## config.mk

```make
export PLATFORM = sky130hd
export DESIGN_NAME = gpr_pin_ctrl
export DESIGN_NICKNAME = d
export VERILOG_FILES = /design/src/rtl/gpr_pin_ctrl.v
export VERILOG_INCLUDE_DIRS = /design/src /design/src/rtl
export SDC_FILE = /design/constraint.sdc
export NUM_CORES = 1
export LEC_CHECK = 0
export BUFFER_PORTS_ARGS = -buffer_cell sky130_fd_sc_hd__buf_2
export CORE_MARGIN = 1.5
export CORE_UTILIZATION = 48
export CTS_BUF_LIST = sky130_fd_sc_hd__clkbuf_16
export DETAILED_ROUTE_END_ITERATION = 16
export PLACE_DENSITY = 0.82
export SETUP_SLACK_MARGIN = 0.2
export SYNTH_ARGS = -nofsm -noshare
export SYNTH_HDL_FRONTEND = slang
export SYNTH_SLANG_ARGS = --single-unit
```

## constraint.sdc

```tcl
create_clock -name sys_clk -period 2.7 [get_ports sys_clk]
set_input_delay 0 -clock sys_clk [delete_from_list [all_inputs] [get_ports sys_clk]]
set_output_delay 0 -clock sys_clk [all_outputs]
set_load 0.1 [all_outputs]
```

## src/rtl/gpr_defines.vh

```
`ifndef GPR_DEFINES_VH
`define GPR_DEFINES_VH

// ==========================================================================
// Register offsets
`define GPR_OFS_CTRL      16'hC006
`define GPR_OFS_OUT_LO    16'hC01E
`define GPR_OFS_IN_LO     16'hC020
`define GPR_OFS_DIR_LO    16'hC022
`define GPR_OFS_OUT_HI    16'hC024
`define GPR_OFS_IN_HI     16'hC026
`define GPR_OFS_DIR_HI    16'hC028
`define GPR_OFS_STAT      16'hC0F0
`define GPR_OFS_MASK      16'hC0F2

// ==========================================================================
// Reset values
`define GPR_RST_CTRL      16'h0000
`define GPR_RST_DATA      16'h0000
`define GPR_RST_EVT       2'b00

// ==========================================================================
// Writable bits
`define GPR_WMASK_CTRL    16'h8FA3
`define GPR_WMASK_HI      16'hE1F8

// ==========================================================================
// Control field positions
`define GPR_BIT_LOCK      15
`define GPR_BIT_SSEL_RR   11
`define GPR_MODE_HI       10
`define GPR_MODE_LO       8
`define GPR_BIT_FAST_SER  7
`define GPR_BIT_SPI       5
`define GPR_BIT_POL       1
`define GPR_BIT_IEN       0

// ==========================================================================
// Mode codes
`define GPR_MODE_GPIO     3'b000
`define GPR_MODE_HOST     3'b101
`define GPR_MODE_SCAN     3'b110

// ==========================================================================
// Event bits
`define GPR_EVT_EDGE      0
`define GPR_EVT_LOCKWR    1

`endif

```

## src/rtl/gpr_pin_ctrl.v

```verilog
`include "gpr_defines.vh"
`timescale 1ns/1ps
`default_nettype none

module gpr_pin_ctrl
(
    // Clock and reset
    input  wire        sys_clk,
    input  wire        nrst,
    // Register port
    input  wire [15:0] reg_addr,
    input  wire [15:0] reg_wdata,
    input  wire        reg_wr,
    input  wire        reg_rd,
    output reg  [15:0] reg_rdata,
    // Interrupt
    input  wire        irq_global_en,
    output reg         irq,
    // Pins
    input  wire [31:0] pin_in,
    output reg  [31:0] pin_out,
    output reg  [31:0] pin_oe,
    // SPI port, index 0 data in, 1 select, 2 clock, 3 data out
    input  wire [3:0]  spi_out,
    input  wire [3:0]  spi_oe,
    output reg  [3:0]  spi_in,
    // Fast serial port, index 0 tx, 1 rx, 2 rts, 3 cts
    input  wire [3:0]  fast_ser_out,
    input  wire [3:0]  fast_ser_oe,
    output wire [3:0]  fast_ser_in,
    // Host port, bits 15:0 pins 15:0, bits 21:16 pins 24:19
    input  wire [21:0] host_out,
    input  wire [21:0] host_oe,
    output wire [21:0] host_in,
    // Scan test, same layout as host port
    input  wire [21:0] scan_out,
    input  wire [21:0] scan_oe,
    output wire [21:0] scan_in
);

// ==========================================================================
// Functions
function [15:0] hi_map;
    input [15:0] v;
    begin
        hi_map = {v[15:13], 4'h0, v[8:3], 3'h0};
    end
endfunction

function mode_is;
    input [15:0] c;
    input [2:0]  code;
    begin
        mode_is = (c[`GPR_MODE_HI:`GPR_MODE_LO] == code);
    end
endfunction

// ==========================================================================
// Declarations
reg  [15:0] ctrl_q;
reg  [15:0] ctrl_d;
reg  [15:0] out_lo_q;
reg  [15:0] out_hi_q;
reg  [15:0] dir_lo_q;
reg  [15:0] dir_hi_q;
reg  [1:0]  stat_q;
reg  [1:0]  stat_d;
reg  [1:0]  mask_q;
reg  [31:0] sync1_q;
reg  [31:0] sync2_q;
reg  [31:0] sync3_q;
reg  [31:0] pin_f_q;
reg         edge_prev_q;
reg  [31:0] pin_out_d;
reg  [31:0] pin_oe_d;
reg  [15:0] rdata_d;
wire [31:0] gpio_out;
wire [31:0] gpio_oe;
wire        wr_ctrl;
wire        edge_rise;
wire        edge_fall;
wire        edge_evt;
wire        lock_evt;
wire        ssel_rr;
wire        spi_on;
wire        fast_on;
wire        host_on;
wire        scan_on;
wire [21:0] alt_out;
wire [21:0] alt_oe;
integer     k;

// ==========================================================================
// Pin synchronisers
genvar g;
generate
    for (g = 0; g < 32; g = g + 1)
    begin : g_sync
        always @(posedge sys_clk or negedge nrst)
        begin
            if (!nrst)
            begin
                sync1_q[g] <= 1'b0;
                sync2_q[g] <= 1'b0;
                sync3_q[g] <= 1'b0;
                pin_f_q[g] <= 1'b0;
            end
            else
            begin
                sync1_q[g] <= pin_in[g];
                sync2_q[g] <= sync1_q[g];
                sync3_q[g] <= sync2_q[g];
                if (sync2_q[g] == sync3_q[g])
                    pin_f_q[g] <= sync3_q[g];
            end
        end
    end
endgenerate

// ==========================================================================
// Control register write
assign wr_ctrl = reg_wr && (reg_addr == `GPR_OFS_CTRL);
assign lock_evt = wr_ctrl && ctrl_q[`GPR_BIT_LOCK]
                  && (reg_wdata[15:8] != ctrl_q[15:8]);

always @*
begin
    ctrl_d = ctrl_q;
    if (wr_ctrl)
    begin
        ctrl_d = reg_wdata & `GPR_WMASK_CTRL;
        if (ctrl_q[`GPR_BIT_LOCK])
            ctrl_d[15:8] = ctrl_q[15:8];
    end
end

// ==========================================================================
// Data, direction and control registers
always @(posedge sys_clk or negedge nrst)
begin
    if (!nrst)
    begin
        ctrl_q   <= `GPR_RST_CTRL;
        out_lo_q <= `GPR_RST_DATA;
        out_hi_q <= `GPR_RST_DATA;
        dir_lo_q <= `GPR_RST_DATA;
        dir_hi_q <= `GPR_RST_DATA;
        mask_q   <= `GPR_RST_EVT;
    end
    else
    begin
        ctrl_q <= ctrl_d;
        if (reg_wr)
        begin
            case (reg_addr)
                `GPR_OFS_OUT_LO: out_lo_q <= reg_wdata;
                `GPR_OFS_OUT_HI: out_hi_q <= reg_wdata & `GPR_WMASK_HI;
                `GPR_OFS_DIR_LO: dir_lo_q <= reg_wdata;
                `GPR_OFS_DIR_HI: dir_hi_q <= reg_wdata & `GPR_WMASK_HI;
                `GPR_OFS_MASK:   mask_q   <= reg_wdata[1:0];
                default:         mask_q   <= mask_q;
            endcase
        end
    end
end

// ==========================================================================
// Interrupt edge detect and status
assign edge_rise = pin_f_q[24] && !edge_prev_q;
assign edge_fall = !pin_f_q[24] && edge_prev_q;
assign edge_evt  = ctrl_q[`GPR_BIT_IEN]
                   && (ctrl_q[`GPR_BIT_POL] ? edge_rise : edge_fall);

always @*
begin
    stat_d = stat_q;
    if (reg_wr && (reg_addr == `GPR_OFS_STAT))
        stat_d = stat_q & ~reg_wdata[1:0];
    if (edge_evt)
        stat_d[`GPR_EVT_EDGE] = 1'b1;
    if (lock_evt)
        stat_d[`GPR_EVT_LOCKWR] = 1'b1;
end

always @(posedge sys_clk or negedge nrst)
begin
    if (!nrst)
    begin
        edge_prev_q <= 1'b0;
        stat_q      <= `GPR_RST_EVT;
        irq         <= 1'b0;
    end
    else
    begin
        edge_prev_q <= pin_f_q[24];
        stat_q      <= stat_d;
        irq <= (stat_q[`GPR_EVT_EDGE] && mask_q[`GPR_EVT_EDGE]
                && ctrl_q[`GPR_BIT_IEN] && irq_global_en)
               || (stat_q[`GPR_EVT_LOCKWR] && mask_q[`GPR_EVT_LOCKWR]);
    end
end

// ==========================================================================
// Pin routing
assign gpio_out = {hi_map(out_hi_q), out_lo_q};
assign gpio_oe  = {hi_map(dir_hi_q), dir_lo_q};
assign ssel_rr  = ctrl_q[`GPR_BIT_SSEL_RR];
assign spi_on   = ctrl_q[`GPR_BIT_SPI];
assign fast_on  = ctrl_q[`GPR_BIT_FAST_SER];
assign host_on  = mode_is(ctrl_q, `GPR_MODE_HOST);
assign scan_on  = mode_is(ctrl_q, `GPR_MODE_SCAN);
assign alt_out  = scan_on ? scan_out : host_out;
assign alt_oe   = scan_on ? scan_oe : host_oe;

always @*
begin
    pin_out_d = gpio_out;
    pin_oe_d  = gpio_oe;
    if (host_on || scan_on)
    begin
        pin_out_d[15:0]  = alt_out[15:0];
        pin_oe_d[15:0]   = alt_oe[15:0];
        pin_out_d[24:19] = alt_out[21:16];
        pin_oe_d[24:19]  = alt_oe[21:16];
    end
    else
    begin
        if (fast_on)
        begin
            for (k = 0; k < 4; k = k + 1)
            begin
                pin_out_d[12+k] = fast_ser_out[k];
                pin_oe_d[12+k]  = fast_ser_oe[k];
            end
        end
        if (spi_on)
        begin
            for (k = 0; k < 4; k = k + 1)
            begin
                pin_out_d[8+k] = spi_out[k];
                pin_oe_d[8+k]  = spi_oe[k];
            end
            if (ssel_rr)
            begin
                pin_out_d[15] = spi_out[1];
                pin_oe_d[15]  = spi_oe[1];
                pin_out_d[9]  = gpio_out[9];
                pin_oe_d[9]   = gpio_oe[9];
            end
        end
    end
end

always @(posedge sys_clk or negedge nrst)
begin
    if (!nrst)
    begin
        pin_out <= 32'h0000_0000;
        pin_oe  <= 32'h0000_0000;
        spi_in  <= 4'h0;
    end
    else
    begin
        pin_out <= pin_out_d;
        pin_oe  <= pin_oe_d;
        spi_in  <= {pin_f_q[11:10],
                    (ssel_rr ? pin_f_q[15] : pin_f_q[9]),
                    pin_f_q[8]};
    end
end

assign fast_ser_in = pin_f_q[15:12];
assign host_in     = {pin_f_q[24:19], pin_f_q[15:0]};
assign scan_in     = {pin_f_q[24:19], pin_f_q[15:0]};

// ==========================================================================
// Register read
always @*
begin
    case (reg_addr)
        `GPR_OFS_CTRL:   rdata_d = ctrl_q;
        `GPR_OFS_OUT_LO: rdata_d = out_lo_q;
        `GPR_OFS_IN_LO:  rdata_d = pin_f_q[15:0];
        `GPR_OFS_DIR_LO: rdata_d = dir_lo_q;
        `GPR_OFS_OUT_HI: rdata_d = out_hi_q;
        `GPR_OFS_IN_HI:  rdata_d = hi_map(pin_f_q[31:16]);
        `GPR_OFS_DIR_HI: rdata_d = dir_hi_q;
        `GPR_OFS_STAT:   rdata_d = {14'h0000, stat_q};
        `GPR_OFS_MASK:   rdata_d = {14'h0000, mask_q};
        default:         rdata_d = 16'h0000;
    endcase
end

always @(posedge sys_clk or negedge nrst)
begin
    if (!nrst)
        reg_rdata <= 16'h0000;
    else if (reg_rd)
        reg_rdata <= rdata_d;
    else
        reg_rdata <= 16'h0000;
end

endmodule // gpr_pin_ctrl

`default_nettype wire

```

**Yosys cells after proc, flatten, opt, wreduce, memory -nomap -nowiden**

Cells that the tools add are included.

- Multipliers: 0
- Order comparisons: 0
- Reduce and logical (&&, ||, !) cells: 23
- Add/subtract/negate cells: 0
- Equality and inequality tests: 37
- Shift-type cells: 0
- Mux-type cells: 26
- Divide/modulo/power cells: 0
- Bitwise operators: 3

Operators with widths:

| kind | count |
|---|---|
| 16-bit == test (second input constant) | 9 |
| 16-bit one-hot mux with 9 select lines | 1 |
| 22-bit 2-to-1 mux | 2 |
| 8-bit 2-to-1 mux | 5 |
| 1-bit == test | 25 |
| 16-bit 2-to-1 mux | 1 |
| 4-bit 2-to-1 mux | 4 |
| 6-bit 2-to-1 mux | 2 |
| 2-bit AND reduction | 6 |
| 1-bit logical AND | 11 |
| 1-bit 2-to-1 mux | 10 |
| 8-bit inequality test | 1 |
| 3-bit == test (second input constant) | 2 |
| 2-bit nonzero test | 2 |
| 2-bit AND | 1 |
| 1-bit zero test | 2 |
| 1-bit logical OR | 2 |
| 2-bit 2-to-1 mux | 1 |
| 2-bit inverter | 1 |
| 1-bit inverter | 1 |

- Latch bits: 0
- Memories kept: 0
- Memory bits (read-only): 0
- Register bits after elaboration: 235
- Bits in writable memories: 0
- Input port bits: 173

**Logic depth before layout (Yosys ltp)**

- Depth after elaboration: 5
- Depth in mapped cells: 7
- Gate-level depth less buffers: 5

**Worst setup path before layout**

OpenSTA, ideal clock, no wires.

- Path kind: input -> register
- Start: input reg_addr[9]
- End: register ctrl_q[10]
- Stages: 6
- Slack: 0.728 ns
- Path buffers: 1
- Required time: 2.575 ns
- Data arrival time: 1.847 ns
- Path through: or4_1 > buf_2 > nor4_4 > nand2_2 > nor2_2 > mux2_2

- Cells in the longest elaborated chain, start to end: 3

Ends and longest elaborated chain:

| what | line | text |
|---|---|---|
| start, declared | gpr_pin_ctrl.v:11 | `input wire [15:0] reg_addr,` |
| 16-bit == test | - |  |
| 1-bit logical AND | gpr_pin_ctrl.v:122 | `` assign wr_ctrl = reg_wr && (reg_addr == `GPR_OFS_CTRL); `` |
| 2-bit AND reduction (no line) | - |  |
| end signal, assigned | gpr_pin_ctrl.v:143 | `` ctrl_q <= `GPR_RST_CTRL; `` |
| end signal, assigned | gpr_pin_ctrl.v:152 | `ctrl_q <= ctrl_d;` |
| end, declared | gpr_pin_ctrl.v:60 | `reg [15:0] ctrl_q;` |

No other way between the ends.
A chain may end at the register's enable or synchronous reset.

**Worst setup path after layout**

- Start: register ctrl_q[8]
- End: register pin_out[15]

- Cells in the longest elaborated chain, start to end: 3
- Elaborated cells between the ends (all ways): 5
- Those cells by class: 2 x eq/ne; 2 x mux; 1 x reduce/logical

Ends and longest elaborated chain:

| what | line | text |
|---|---|---|
| 3-bit == test | gpr_pin_ctrl.v:54 | `` mode_is = (c[`GPR_MODE_HI:`GPR_MODE_LO] == code); `` |
| 22-bit 2-to-1 mux or 1-bit logical OR (tied branches) | gpr_pin_ctrl.v:212, gpr_pin_ctrl.v:219 |  |
| 8-bit 2-to-1 mux (*) | gpr_pin_ctrl.v:219 | `if (host_on \|\| scan_on)` |
| named net pin_out_d[15] | gpr_pin_ctrl.v:74 | `reg [31:0] pin_out_d;` |
| end signal, assigned | gpr_pin_ctrl.v:264 | `pin_out <= pin_out_d;` |
| end, declared | gpr_pin_ctrl.v:21 | `output reg [31:0] pin_out,` |

The timed path passes the listed nets; every way through them passes the cells marked *.

==> impl_metrics.json <==
{
  "crit_chain": "nand2b_2 > nand2_1 > nand2_2 > o211ai_1 > dlygate4sd3_1 > o21ai_0 > dlygate4sd3_1",
  "avgSynthCellArea_um2": 13.5,
  "synth_seq_area_share": 0.630,
  "fmax_ghz": 0.421,
  "yosys.cell_types.count": 47,
  "synthDominantCellAreaShare": 0.630,
  "synth_cells": 690,
  "ys_dominant_reg_cell": "dfrtp_1",
  "yosys_warnings": 0,
  "grt_pass1_wl_um": 41100,
  "crit_fanout": 8,
  "drt_iter0_drc": 438,
  "synthTopCellsByArea": "dfrtp_1, mux2_2, mux2i_1",
  "clock-root-buffer": "clkbuf_16",
  "cp-end-kind": "register",
  "rows": 50,
  "tns_ns": 0,
  "hold_slack_ns": 0.0239,
  "stdcell_count": 1360,
  "cts.clk_slew.worst_paths_ns": 0.06,
  "final_common_cell": "buf_2",
  "drive_gt1_frac": 0.387,
  "yosysTopAreaCell": "dfrtp_1",
  "pin_count": 306,
  "status": "finished, final reports clean",
  "async_flop_share": 1.00,
  "maxCapViolations": 0,
  "r2r_slack_ns": 0.33,
  "antenna_found_initial": 3,
  "cts_max_level": 1,
  "setup_violations": 0,
  "drc": 0,
  "p_leak_nw": 6.58,
  "cp_data_required_time_ns": 3.09,
  "period_minus_slack_ns": 2.37,
  "cts_num_sinks": 235,
  "fill_cells": 1322,
  "synth_seq_cells": 235,
  "cts_buffer_depth": 3,
  "wl_um": 26900,
  "fin_crit_sh": 0.879,
  "portBuffers": 284,
  "grt_use_total": 0.266,
  "critPathMaxStageDelay_ns": 0.56,
  "cts_inserted_buffers": 24,
  "dp_hpwl_um": 17400,
  "met1_usage": 0.344,
  "crit_type": "reg2reg",
  "synth_area_um2": 9330,
  "hp-class": "in2reg",
  "grt-ovfl-total": 0,
  "report.final.slew_viol_count": 0,
  "area_growth_pct": 38.8,
  "cp_slowest_cell": "dlygate4sd3_1",
  "drt_first_pass_iters": 5,
  "timing_hold_violations_final": 0,
  "drt-vias-per-instance": 5.28,
  "fin_area_um2": 12900,
  "start_util": 0.494,
  "die_h_um": 142,
  "die_area_um2": 20300,
  "final_cell_mix": "buf_2, dfrtp_1, dlygate4sd3_1",
  "grt_pass1_vias": 7528,
  "fin_nets": 1254,
  "gp_congestion": 0.899,
  "grt.busiest_layer": "met2",
  "dieWidth_um": 142,
  "crit_top_cell": "dlygate4sd3_1",
  "met3_usage": 0.0448,
  "worst_slew_pin_slew_ns": 0.912,
  "wl_per_cell_um": 19.8,
  "placed_area_um2": 10800,
  "use_met2": 0.453,
  "vias": 7180,
  "p_per_area_nw_per_um2": 641,
  "clock_latency_ns": 0.51,
  "worstPathArrival_ns": 2.77,
  "synth-edff-count": 0,
  "max-vdd-ir-drop_mv": 0.572,
  "dp.cells": 1177,
  "grt_start_max_net_pins": 95,
  "core_um2": 18900,
  "slew_headroom": 0.386,
  "cts_tree": "done",
  "ant_nets": 0,
  "rsz0062_at_grt": "no",
  "skew_ns": 0.0103,
  "cp-start-kind": "register",
  "final_util": 0.685
}
cells by family (layout without fill, tap and decap cells):
family,after synthesis,after routing,synth area share
buffers and inverters,89,483,0.0622
muxes,120,120,0.138
and+or+nand+nor,111,111,0.0644
AOI/OAI and AO/OA,104,104,0.0723
xor gates and xnor gates,4,4,0.00376
DFF,235,235,0.630
adders and majority gates,26,26,0.0282
other,1,17,0.000402
registers in the layout, indices dropped and copies added, names as in the netlist, 2 cells and up:
| register | cells |
|---|---|
| out_hi_q | 9 |
| dir_hi_q | 9 |
| fast_ser_in | 4 |
| sync2_q | 25 |
| stat_q | 2 |
| host_in | 18 |
| sync1_q | 25 |
| reg_rdata | 16 |
| pin_f_q | 3 |
| pin_oe | 25 |
| mask_q | 2 |
| ctrl_q | 9 |
| spi_in | 4 |
| out_lo_q | 16 |
| pin_out | 25 |
| dir_lo_q | 16 |
| sync3_q | 25 |
cells in the mapped netlist (4+ instances only):
cell      instances
nor2_1           10
a222oi_1         15
a22oi_1          14
or4_1             4
dfrtp_1         235
mux2i_1          49
a21oi_1          20
o21ai_0          36
nand2_1          58
a31oi_1           7
nor3_1           10
buf_4            63
buf_2             8
mux2_2           71
maj3_1           25
clkbuf_1         16
layer usage:
| metal | vias to the layer above | wire (µm) |
|---|---|---|
| met5 | - | 0 |
| met4 | 0 | 854 |
| met3 | 67 | 1820 |
| met2 | 364 | 13200 |
| met1 | 3554 | 11000 |
| li1 | 3195 | - |
repair_timing:
item,4_1_cts,5_1_grt
hold endpoints to repair,230,0
hold buffers,137,0
gates resized for setup,0,3
setup endpoints to repair,0,1
setup buffers,0,0
path summary, 6_finish.rpt:
check                            start           to  depth (start not counted)
hold / removal                  reg_wr   ctrl_q[15]                          3
max in group asynchronous         nrst   sync3_q[0]                          3
setup / recovery             ctrl_q[8]  pin_out[15]                          7
hold reg to reg            sync1_q[30]  sync2_q[30]                          0
setup reg to reg             ctrl_q[8]  pin_out[15]                          7
min in group asynchronous         nrst  sync1_q[19]                          2
layout make-up:
cell class	instances	area, µm²	area share
flip-flops and latches	235	5880	0.454
multi-input cells	379	2940	0.227
clock buffers	25	626	0.0483
clock inverters	18	183	0.0141
inverters	2	7.51	0.000580
well taps	260	325	0.0251
diodes	3	7.51	0.000580
repair buffers	438	2980	0.230
critical path: cells and delay by family (launching register included):
family	cells	cell delay, ns
buffers and inverters	2	1.12
and+or+nand+nor	3	0.46
DFF	1	0.47
AOI/OAI and AO/OA	2	0.20
through the flow:
step | total power [mW] | setup slack (ns)
2_1_floorplan | 4.62 | 0.728
3_3_place_gp | 4.82 | 0.549
3_5_place_dp | 4.84 | 0.519
4_1_cts | 8.35 | 0.306
5_1_grt | 8.59 | 0.201
6_report | 8.31 | 0.325
power breakdown:
part	switching, mW	total [mW]	internal, mW	leakage (nW)
logic	0.902	1.21	0.313	3.13
clock network	1.34	3.39	2.05	0.410
registers	0.0820	3.71	3.62	3.04
(Power assumes the default switching activity.)
